## src/dbr_pkg.sv

```systemverilog
// Package for the debug break and resume sequencing block.
// Assumes a single core clock and a synchronous active-high reset.
package dbr_pkg;

  // Register word offsets (plain register port, 4-bit word address)
  localparam logic [3:0] ADDR_CTRL   = 4'h0;
  localparam logic [3:0] ADDR_STATUS = 4'h1;
  localparam logic [3:0] ADDR_IRQ_ST = 4'h2;
  localparam logic [3:0] ADDR_IRQ_EN = 4'h3;
  localparam logic [3:0] ADDR_IRQ_CL = 4'h4;

  // Control register fields
  localparam int CTRL_IO_RESTART = 0;
  localparam int CTRL_AUTO_SUPP  = 1;

  // Interrupt status fields
  localparam int EV_CODE_BRK  = 0;
  localparam int EV_DATA_BRK  = 1;
  localparam int EV_SMM_ENTRY = 2;
  localparam int EV_NMI_REEN  = 3;
  localparam int EV_WIDTH     = 4;

  localparam logic [1:0]          CTRL_RESET = 2'h0;
  localparam logic [EV_WIDTH-1:0] EV_RESET   = 4'h0;

  // Instruction classes presented by the decoder
  typedef enum logic [2:0] {
    DBR_OP_PLAIN = 3'b000,
    DBR_OP_PORT  = 3'b001,
    DBR_OP_SIN   = 3'b010,
    DBR_OP_SOUT  = 3'b011,
    DBR_OP_HALT  = 3'b100
  } dbr_op_t;

  // One instruction step as seen by the sequencer
  typedef struct packed {
    logic    valid;        // Instruction about to execute
    dbr_op_t op;
    logic    code_match;   // Armed code breakpoint matches this instruction
    logic    other_fault;  // Page or protection fault on this instruction
    logic    data_match;   // Current iteration touched a data breakpoint
    logic    last_iter;    // Final iteration of a repeated string op
  } dbr_step_t;

  // Exception outcomes reported to the core
  typedef struct packed {
    logic code_fault;      // Instruction breakpoint fault, vector 1
    logic data_trap;       // Memory breakpoint trap, vector 1
    logic other_fault;     // Non-debug fault taken
    logic stack_rf;        // Resume flag value pushed in the stacked image
  } dbr_exc_t;

endpackage : dbr_pkg

```

## src/dbr_seq.sv

```systemverilog
// Debug break and resume sequencing for the core's exception unit.
// Assumes decoder steps, flag restores and mode events arrive on ref_clk.
// What this block does
// - Resume flag set on return suppresses the code breakpoint fault once.
// - Without resume flag an armed code breakpoint faults again to vector 1.
// - Breakpoint coinciding with another fault repeats once after that fault.
// - Hardware may set resume flag in stacked image; setting again is harmless.
// - String port output traps right after the iteration hitting the breakpoint.
// - String port input traps one iteration after the hitting one; on the last iteration it traps at once.
// - Code breakpoint on port instruction is taken before it executes.
// - With restart, return from management mode retakes port code breakpoint.
// - Halt code breakpoint taken before halt, and again after management return.
// - Management entry blocks NMI; allow flag plus delivered interrupt re-enables.
// - Any trap or fault inside management mode re-enables NMI.
`timescale 1ns/1ps
module dbr_seq (
  // Clock and reset
  input  wire logic               ref_clk,
  input  wire logic               rst,
  // Instruction steps from the decoder
  input  wire dbr_pkg::dbr_step_t step,
  input  wire logic               step_done,
  // Flag image and mode events
  input  wire logic               flags_restore,
  input  wire logic               restore_rf,
  input  wire logic               maskable_allow,
  input  wire logic               maskable_deliver,
  input  wire logic               management_interrupt,
  input  wire logic               management_mode_return,
  // Register port
  input  wire logic [3:0]         reg_addr,
  input  wire logic [31:0]        reg_wdata,
  input  wire logic               reg_wr,
  input  wire logic               reg_rd,
  output logic [31:0]             reg_rdata,
  // Outcomes
  output dbr_pkg::dbr_exc_t       exc,
  output logic                    resume_suppress_flag,
  output logic                    system_management_state,
  output logic                    nmi_blocked,
  output logic                    irq
);

  logic [1:0]                   ctrl_reg;
  logic [dbr_pkg::EV_WIDTH-1:0] ev_reg;
  logic [dbr_pkg::EV_WIDTH-1:0] en_reg;
  logic [dbr_pkg::EV_WIDTH-1:0] ev_set;
  logic                         extra_rep_reg;
  logic                         sin_pend_reg;
  logic                         io_smi_reg;
  dbr_pkg::dbr_exc_t            exc_next;
  logic                         brk_fire;
  logic                         nmi_reen;

  // Code breakpoint fires before execution unless suppressed
  always_comb
  begin
    brk_fire = step.valid && step.code_match
               && (!resume_suppress_flag || extra_rep_reg);
  end

  always_comb
  begin
    exc_next = '0;
    if (brk_fire)
    begin
      exc_next.code_fault = 1'b1;
    end
    else if (step.valid && step.other_fault)
    begin
      exc_next.other_fault = 1'b1;
      exc_next.stack_rf    = ctrl_reg[dbr_pkg::CTRL_AUTO_SUPP];
    end
    else if (step.valid && step.op == dbr_pkg::DBR_OP_SOUT && step.data_match)
    begin
      exc_next.data_trap = 1'b1;
    end
    else if (step.valid && step.op == dbr_pkg::DBR_OP_SIN
             && (sin_pend_reg || (step.data_match && step.last_iter)))
    begin
      exc_next.data_trap = 1'b1;
    end
  end

  always_ff @(posedge ref_clk)
  begin
    if (rst)
    begin
      exc <= '0;
    end
    else
    begin
      exc <= exc_next;
    end
  end

  // Input string trap waits one iteration; last iteration traps at once
  always_ff @(posedge ref_clk)
  begin
    if (rst)
    begin
      sin_pend_reg <= 1'b0;
    end
    else if (step.valid && step.op == dbr_pkg::DBR_OP_SIN && !brk_fire)
    begin
      sin_pend_reg <= step.data_match && !sin_pend_reg && !step.last_iter;
    end
  end

  // Resume flag: restored image, auto clear on step done
  always_ff @(posedge ref_clk)
  begin
    if (rst)
    begin
      resume_suppress_flag <= 1'b0;
    end
    else if (flags_restore)
    begin
      resume_suppress_flag <= restore_rf;
    end
    else if (step_done)
    begin
      resume_suppress_flag <= 1'b0;
    end
  end

  // A coinciding fault leaves exactly one extra breakpoint repetition
  always_ff @(posedge ref_clk)
  begin
    if (rst)
    begin
      extra_rep_reg <= 1'b0;
    end
    else if (step.valid && step.code_match && step.other_fault && !brk_fire)
    begin
      extra_rep_reg <= 1'b1;
    end
    else if (brk_fire || step_done)
    begin
      extra_rep_reg <= 1'b0;
    end
  end

  // Management mode and NMI gating
  assign nmi_reen = system_management_state
                    && ((maskable_allow && maskable_deliver)
                        || exc_next.code_fault || exc_next.data_trap
                        || exc_next.other_fault);

  always_ff @(posedge ref_clk)
  begin
    if (rst)
    begin
      system_management_state <= 1'b0;
      nmi_blocked             <= 1'b0;
      io_smi_reg              <= 1'b0;
    end
    else if (management_interrupt && !system_management_state)
    begin
      system_management_state <= 1'b1;
      nmi_blocked             <= 1'b1;
      io_smi_reg              <= ctrl_reg[dbr_pkg::CTRL_IO_RESTART]
                                 && step.valid && step.op == dbr_pkg::DBR_OP_PORT;
    end
    else if (management_mode_return && system_management_state)
    begin
      system_management_state <= 1'b0;
      nmi_blocked             <= 1'b0;
      io_smi_reg              <= 1'b0;
    end
    else if (nmi_reen)
    begin
      nmi_blocked <= 1'b0;
    end
  end

  // Register file and interrupt
  always_comb
  begin
    ev_set = '0;
    ev_set[dbr_pkg::EV_CODE_BRK]  = exc_next.code_fault;
    ev_set[dbr_pkg::EV_DATA_BRK]  = exc_next.data_trap;
    ev_set[dbr_pkg::EV_SMM_ENTRY] = management_interrupt && !system_management_state;
    ev_set[dbr_pkg::EV_NMI_REEN]  = nmi_reen && nmi_blocked;
  end

  always_ff @(posedge ref_clk)
  begin
    if (rst)
    begin
      ctrl_reg <= dbr_pkg::CTRL_RESET;
      en_reg   <= dbr_pkg::EV_RESET;
      ev_reg   <= dbr_pkg::EV_RESET;
    end
    else
    begin
      if (reg_wr && reg_addr == dbr_pkg::ADDR_CTRL)
      begin
        ctrl_reg <= reg_wdata[1:0];
      end
      if (reg_wr && reg_addr == dbr_pkg::ADDR_IRQ_EN)
      begin
        en_reg <= reg_wdata[dbr_pkg::EV_WIDTH-1:0];
      end
      // Set wins over a same-cycle clear
      if (reg_wr && reg_addr == dbr_pkg::ADDR_IRQ_CL)
      begin
        ev_reg <= (ev_reg & ~reg_wdata[dbr_pkg::EV_WIDTH-1:0]) | ev_set;
      end
      else
      begin
        ev_reg <= ev_reg | ev_set;
      end
    end
  end

  always_ff @(posedge ref_clk)
  begin
    if (rst)
    begin
      irq       <= 1'b0;
      reg_rdata <= 32'h0000_0000;
    end
    else
    begin
      irq       <= |(ev_reg & en_reg);
      reg_rdata <= 32'h0000_0000;
      if (reg_rd)
      begin
        unique case (reg_addr)
          dbr_pkg::ADDR_CTRL:   reg_rdata <= {30'h0, ctrl_reg};
          dbr_pkg::ADDR_STATUS: reg_rdata <= {27'h0, io_smi_reg, extra_rep_reg, nmi_blocked,
                                              system_management_state, resume_suppress_flag};
          dbr_pkg::ADDR_IRQ_ST: reg_rdata <= {28'h0, ev_reg};
          dbr_pkg::ADDR_IRQ_EN: reg_rdata <= {28'h0, en_reg};
          default:              reg_rdata <= 32'h0000_0000;
        endcase
      end
    end
  end

  // Checks
  code_fault_a: assert property (@(posedge ref_clk) disable iff (rst)
    step.valid && step.code_match && !resume_suppress_flag |=> exc.code_fault)
    else $error("code breakpoint not faulted");
  suppress_a: assert property (@(posedge ref_clk) disable iff (rst)
    step.valid && resume_suppress_flag && !extra_rep_reg |=> !exc.code_fault)
    else $error("suppressed breakpoint faulted");
  extra_rep_a: assert property (@(posedge ref_clk) disable iff (rst)
    extra_rep_reg && step.valid && step.code_match |=> exc.code_fault)
    else $error("extra repetition missing");
  sout_trap_a: assert property (@(posedge ref_clk) disable iff (rst)
    step.valid && step.op == dbr_pkg::DBR_OP_SOUT && step.data_match && !step.code_match
    && !step.other_fault |=> exc.data_trap)
    else $error("output string trap late");
  sin_delay_a: assert property (@(posedge ref_clk) disable iff (rst)
    step.valid && step.op == dbr_pkg::DBR_OP_SIN && step.data_match && !sin_pend_reg
    && !step.last_iter |=> !exc.data_trap)
    else $error("input string trap early");
  sin_late_a: assert property (@(posedge ref_clk) disable iff (rst)
    step.valid && step.op == dbr_pkg::DBR_OP_SIN && sin_pend_reg && !step.code_match
    && !step.other_fault |=> exc.data_trap)
    else $error("delayed input string trap missing");
  sin_last_a: assert property (@(posedge ref_clk) disable iff (rst)
    step.valid && step.op == dbr_pkg::DBR_OP_SIN && step.data_match && step.last_iter
    && !step.code_match && !step.other_fault |=> exc.data_trap)
    else $error("last input iteration trap missing");
  stack_rf_a: assert property (@(posedge ref_clk) disable iff (rst)
    step.valid && step.other_fault && !step.code_match && ctrl_reg[dbr_pkg::CTRL_AUTO_SUPP]
    |=> exc.other_fault && exc.stack_rf)
    else $error("stacked resume flag not set");
  io_halt_brk_a: assert property (@(posedge ref_clk) disable iff (rst)
    step.valid && (step.op == dbr_pkg::DBR_OP_PORT || step.op == dbr_pkg::DBR_OP_HALT)
    && step.code_match && !resume_suppress_flag |=> exc.code_fault && !exc.other_fault)
    else $error("port or halt breakpoint not taken first");
  rf_clear_a: assert property (@(posedge ref_clk) disable iff (rst)
    step_done && !flags_restore |=> !resume_suppress_flag)
    else $error("resume flag not cleared");
  smm_block_a: assert property (@(posedge ref_clk) disable iff (rst)
    management_interrupt && !system_management_state |=> nmi_blocked && system_management_state)
    else $error("nmi not blocked on entry");
  io_restart_a: assert property (@(posedge ref_clk) disable iff (rst)
    management_interrupt && !system_management_state && step.valid
    && step.op == dbr_pkg::DBR_OP_PORT && ctrl_reg[dbr_pkg::CTRL_IO_RESTART] |=> io_smi_reg)
    else $error("port restart not recorded");
  allow_reen_a: assert property (@(posedge ref_clk) disable iff (rst)
    system_management_state && !management_mode_return && maskable_allow && maskable_deliver
    |=> !nmi_blocked)
    else $error("delivered interrupt did not re-enable nmi");
  exc_reen_a: assert property (@(posedge ref_clk) disable iff (rst)
    system_management_state && !management_mode_return && exc_next.other_fault
    |=> !nmi_blocked)
    else $error("fault did not re-enable nmi");
  trap_reen_a: assert property (@(posedge ref_clk) disable iff (rst)
    system_management_state && !management_mode_return && step.valid && step.code_match
    && !resume_suppress_flag |=> !nmi_blocked)
    else $error("breakpoint did not re-enable nmi");
  irq_level_a: assert property (@(posedge ref_clk) disable iff (rst)
    (|(ev_reg & en_reg)) |=> irq)
    else $error("enabled event did not raise irq");

endmodule : dbr_seq

```

## config.mk

```make
export PLATFORM = sky130hd
export DESIGN_NAME = dbr_seq
export DESIGN_NICKNAME = d
export VERILOG_FILES = /design/src/dbr_pkg.sv /design/src/dbr_seq.sv
export SDC_FILE = /design/constraint.sdc
export NUM_CORES = 1
export LEC_CHECK = 0
export BUFFER_PORTS_ARGS = -buffer_cell sky130_fd_sc_hd__buf_2
export CAP_MARGIN = 20
export CORE_MARGIN = 8
export CORE_UTILIZATION = 40
export DETAILED_ROUTE_END_ITERATION = 8
export GPL_TIMING_DRIVEN = 0
export HOLD_SLACK_MARGIN = 0.03
export PLACE_DENSITY_LB_ADDON = 0.15
export SKIP_LAST_GASP = 1
export SYNTH_ARGS = -nofsm -noshare
export SYNTH_HDL_FRONTEND = slang
export SYNTH_SLANG_ARGS = --single-unit
```

## constraint.sdc

```tcl
create_clock -name ref_clk -period 1.5 [get_ports ref_clk]
set_clock_uncertainty 0.15 [all_clocks]
set_input_delay 0.15 -clock ref_clk [delete_from_list [all_inputs] [get_ports ref_clk]]
set_output_delay 0.15 -clock ref_clk [all_outputs]
set_load 0.02 [all_outputs]
```

---- Word-level counts from Yosys, hierarchy flattened ----
Index checks and enable logic that the tools add are counted.
word-level totals
  bits in registers ....................... 53
  input port bits ......................... 55
  output and inout bits ................... 40
  word-level logic and storage cells ...... 89
cells by class
  equal/unequal tests ..................... 7
  mux-type cells .......................... 18
  bitwise operators ....................... 7
  reductions and logical operators ........ 42
operators with widths
  operator                                                         count
  1-bit logical AND                                                23
  5-bit case mux with 4 select lines                               1
  1-bit two-way mux                                                14
  4-bit AND                                                        2
  4-bit by 2-bit == test with 1-bit output, second input constant  2
  4-bit OR                                                         2
  3-bit by 2-bit == test with 1-bit output, second input constant  2
  1-bit logical OR                                                 6
  2-bit nonzero test                                               3
  1-bit logical NOT                                                5
  4-bit by 1-bit == test with 1-bit output, second input constant  1
  4-bit by 3-bit == test with 1-bit output, second input constant  1
  4-bit logical NOT                                                1
  4-bit two-way mux                                                1
  4-bit NOT                                                        1
  4-bit OR reduction                                               1
  3-bit by 1-bit == test with 1-bit output, second input constant  1
  3-bit two-way mux                                                1
  3-bit nonzero test                                               1
  3-bit OR reduction                                               1
  2-bit two-way mux                                                1
  1-bit NOT                                                        2
  2-bit OR reduction                                               1

---- Longest topological paths before layout ----
  depth in word-level cells ............... 13
  mapped depth ............................ 5
  gate-level depth less buffers ........... 4

---- Least setup slack after synthesis ----
Ideal clock, no wire load.
  path type ............................... flip-flop to flip-flop
  from .................................... register resume_suppress_flag
  to ...................................... register sin_pend_reg
  setup time .............................. 0.128 ns
  data arrival time ....................... 1.075 ns
  required time ........................... 1.222 ns
  setup slack ............................. 0.148 ns
  cell stages (with the launch flop) ...... 5
  buffers on the path ..................... 0
  period minus slack after synthesis ...... 1.352 ns
  cells stage by stage .................... dfxtp_1 > nand2b_4 > a311oi_2 > mux2i_1 > nor2_1
between the ends
  cells in the longest elaborated chain, start to end .. 5
ends and longest elaborated chain
  element                   RTL line        source
  start: declaration        dbr_seq.sv:38   output logic resume_suppress_flag,
  start signal: assignment  dbr_seq.sv:119  resume_suppress_flag <= restore_rf;
  1-bit logical NOT         dbr_seq.sv:59   && (!resume_suppress_flag || extra_rep_reg);
  1-bit logical OR          dbr_seq.sv:59
  1-bit logical AND         dbr_seq.sv:59
  1-bit logical NOT         dbr_seq.sv:104  else if (step.valid && step.op == dbr_pkg::DBR_OP_SIN && !brk_fire)
  1-bit logical AND         dbr_seq.sv:104
  end signal: assignment    dbr_seq.sv:106  sin_pend_reg <= step.data_match && !sin_pend_reg && !step.last_iter;
  end: declaration          dbr_seq.sv:49   logic sin_pend_reg;
Every way passes these cells.
A chain may end at the register's enable or synchronous reset.

---- Final worst setup path ----
  from .................................... input port rst
  to ...................................... register ctrl_reg[1]
RTL lines
  element                 RTL line        source
  start: declaration      dbr_seq.sv:19   input wire logic rst,
  end signal: assignment  dbr_seq.sv:191  ctrl_reg <= dbr_pkg::CTRL_RESET;
  end signal: assignment  dbr_seq.sv:199  ctrl_reg <= reg_wdata[1:0];
  end: declaration        dbr_seq.sv:44   logic [1:0] ctrl_reg;
No word-level cell between the ends.

==> flow_summary.json <==
{
  "synth.largest_area_cell": "dfxtp_1",
  "cts_tree": "built",
  "cp-start-kind": "input port",
  "fmax_ghz": 0.687,
  "r2r-end": "extra_rep_reg$_SDFFE_PP0P_",
  "clockBufferDepth": 2,
  "synth_ff_type": "dfxtp_1",
  "drt-initial-drc-count": 50,
  "dp_hpwl_um": 2590,
  "grt_overflow": 0,
  "synthCells": 139,
  "num_rows": 20,
  "setup_viol": 0,
  "vias": 1163,
  "crit_required_ns": 1.56,
  "grt_use_total": 0.122,
  "htree_levels": 1,
  "vias_per_cell": 4.46,
  "ys_ff_latch": 26,
  "total_power_mw": 1.29,
  "whs_endpoint": "sin_pend_reg$_SDFFE_PP0P_",
  "p_leak_nw": 0.883,
  "min_period_ns": 1.46,
  "syn_avg_cell_area_sq_um": 9.31,
  "r2r_slack_ns": 0.10,
  "synth-seq-area-share": 0.402,
  "drc_errors": 0,
  "yosys.area.top_type_share": 0.402,
  "syn-cell-area_sq_um": 1290,
  "antenna_found_initial": 0,
  "area_delta_synth_final_pct": 37.5,
  "max_flop_register": "reg_rdata",
  "cts_root_buf": "clkbuf_4",
  "fp.dieW_um": 72.9,
  "antennaDiodeCount": 0,
  "portBuffers": 37,
  "hold_path_depth": 4,
  "grt_first_pass_wirelength_um": 5150,
  "clk_pin_slew_ns": 0.12,
  "path_class": "input port to register",
  "dieArea_sq_um": 5310,
  "ys_async_sr_fraction": 0,
  "vdd_drop_max_mv": 0.383,
  "endpoint_kind": "register",
  "synth_edf_count": 0,
  "r2r-start": "extra_rep_reg$_SDFFE_PP0P_",
  "holdCritPathClass": "input port to register",
  "layout-drive-gt1-share": 0.355,
  "slew_viol_final": 0,
  "firstDrtPassIters": 4,
  "maxCapViolCount": 0,
  "outcome": "completed",
  "io_pins": 95,
  "worstPathMaxFanout": 10,
  "cts.sinks": 26,
  "arrival_ns": 1.51,
  "fin_setup_tns_ns": 0,
  "start_util": 0.420,
  "wl_per_cell_um": 12.0,
  "dpl.cell_count": 246,
  "clock_latency_ns": 0.31,
  "synth.distinct_cells": 37,
  "period_share": 0.970,
  "drt_wl_total_um": 3140,
  "core_area_sq_um": 3080,
  "hold_viol_final": 0,
  "reg2reg_depth": 4,
  "worstHoldStart": "step[0]",
  "yosysWarnings": 0,
  "grt_pass1_vias": 1176,
  "drtAntennaViolNets": 0,
  "layout.cells.non_filler": 261,
  "power.density_nw_per_um2": 725,
  "nets": 274,
  "fp.dieH_um": 72.9,
  "synthTopCellsByArea": "dfxtp_1 (40%), buf_4 (16%), mux2i_1 (3.9%), nor2_1 (3.8%), mux4_2 (3.5%)",
  "fin_util": 0.578,
  "cts-buffers-inserted": 3,
  "grt_max_degree": 14,
  "routabilityCongestion": 0.808,
  "largest_register_ffs": 5,
  "rsz0062_at_grt": "false"
}
[critical path, cell delays in order]
cell and delay (ns):
dlygate4sd3_1 0.52, buf_2 0.23, a21oi_1 0.06, dlygate4sd3_1 0.55
[repair_timing]
action                                  in CTS  in global routing
endpoints found under the setup margin       0                  1
hold buffers                                13                  0
resized for setup                            0                  0
setup buffers                                0                  0
hold endpoints to repair                    15                  0
[stage by stage]
stage	cell area, sq um	hold slack [ns]	worst slack, ns
2_1_floorplan	1390	0.133	0.148
3_3_place_gp	1630	0.231	0.0996
3_5_place_dp	1630	0.240	0.0445
4_1_cts	1780	0.0323	0.0410
5_1_grt	1780	0.0365	0.00677
6_report	1780	0.0295	0.0443
[cell usage after synthesis, drive strengths merged, types with 4 or more instances]
| cell type | number |
|---|---|
| a22oi | 4 |
| o21ai | 5 |
| nand3 | 4 |
| inv | 4 |
| nor2 | 13 |
| a21oi | 6 |
| dfxtp | 26 |
| buf | 30 |
| nand2 | 9 |
| nor3b | 4 |
| mux2i | 5 |
[layout make-up]
type / instances / area, sq um
Multi-Input combinational cell: 105 / 639
Fill cell: 288 / 1300
Clock buffer: 3 / 22.5
Tap cell: 44 / 55.1
Buffer: 30 / 216
Timing Repair Buffer: 49 / 310
Sequential cell: 26 / 520
Inverter: 4 / 15.0
[worst max-delay path by stage]
stage,to,from,slack [ns]
global placement,en_reg[0]$_SDFFE_PP0P_,reg_addr[3],0.1
finish,ctrl_reg[1]$_SDFFE_PP0P_,rst,0.04
global route,ctrl_reg[1]$_SDFFE_PP0P_,rst,0.007
floorplan,sin_pend_reg$_SDFFE_PP0P_,resume_suppress_flag$_SDFFE_PP0P_,0.15
detailed placement,en_reg[2]$_SDFFE_PP0P_,reg_addr[3],0.04
CTS,ctrl_reg[1]$_SDFFE_PP0P_,rst,0.04
[placed cells by master, fill, tap and decap left out, types with 5 or more instances in the layout]
cell,instances
a21oi_1,6
buf_4,27
mux2i_1,5
dfxtp_1,26
conb_1,27
nor2_1,13
dlygate4sd3_1,13
o21ai_0,5
nand2_1,9
buf_2,38
[report_power, final]
part	switching [mW]	total [mW]	internal (mW)	leakage [nW]
registers	0.0147	0.723	0.708	0.211
clock network	0.182	0.276	0.0938	0.0138
logic	0.157	0.291	0.134	0.658
[per-layer routing]
layer  vias to the layer above  share of wire  global-route usage  routed length [um]
li1                        587              -                   -                   -
met1                       519           0.39               0.128                1220
met2                        51           0.50               0.212                1570
met3                         6          0.092              0.0453                 289
met4                         0          0.022              0.0533                  69
met5                         -              0                   0                   0
[cell families (layout without fill, tap and decap cells)]
kind of cell           Yosys count  in the layout  synth area share
other                            1             27           0.00290
and+or+nand+nor                 46             46             0.204
muxes                            9              9            0.0909
DFF                             26             26             0.402
AOI/OAI and AO/OA               23             23             0.121
buffers and inverters           34             86             0.179
Note: power is estimated with default switching activity, not from simulation.
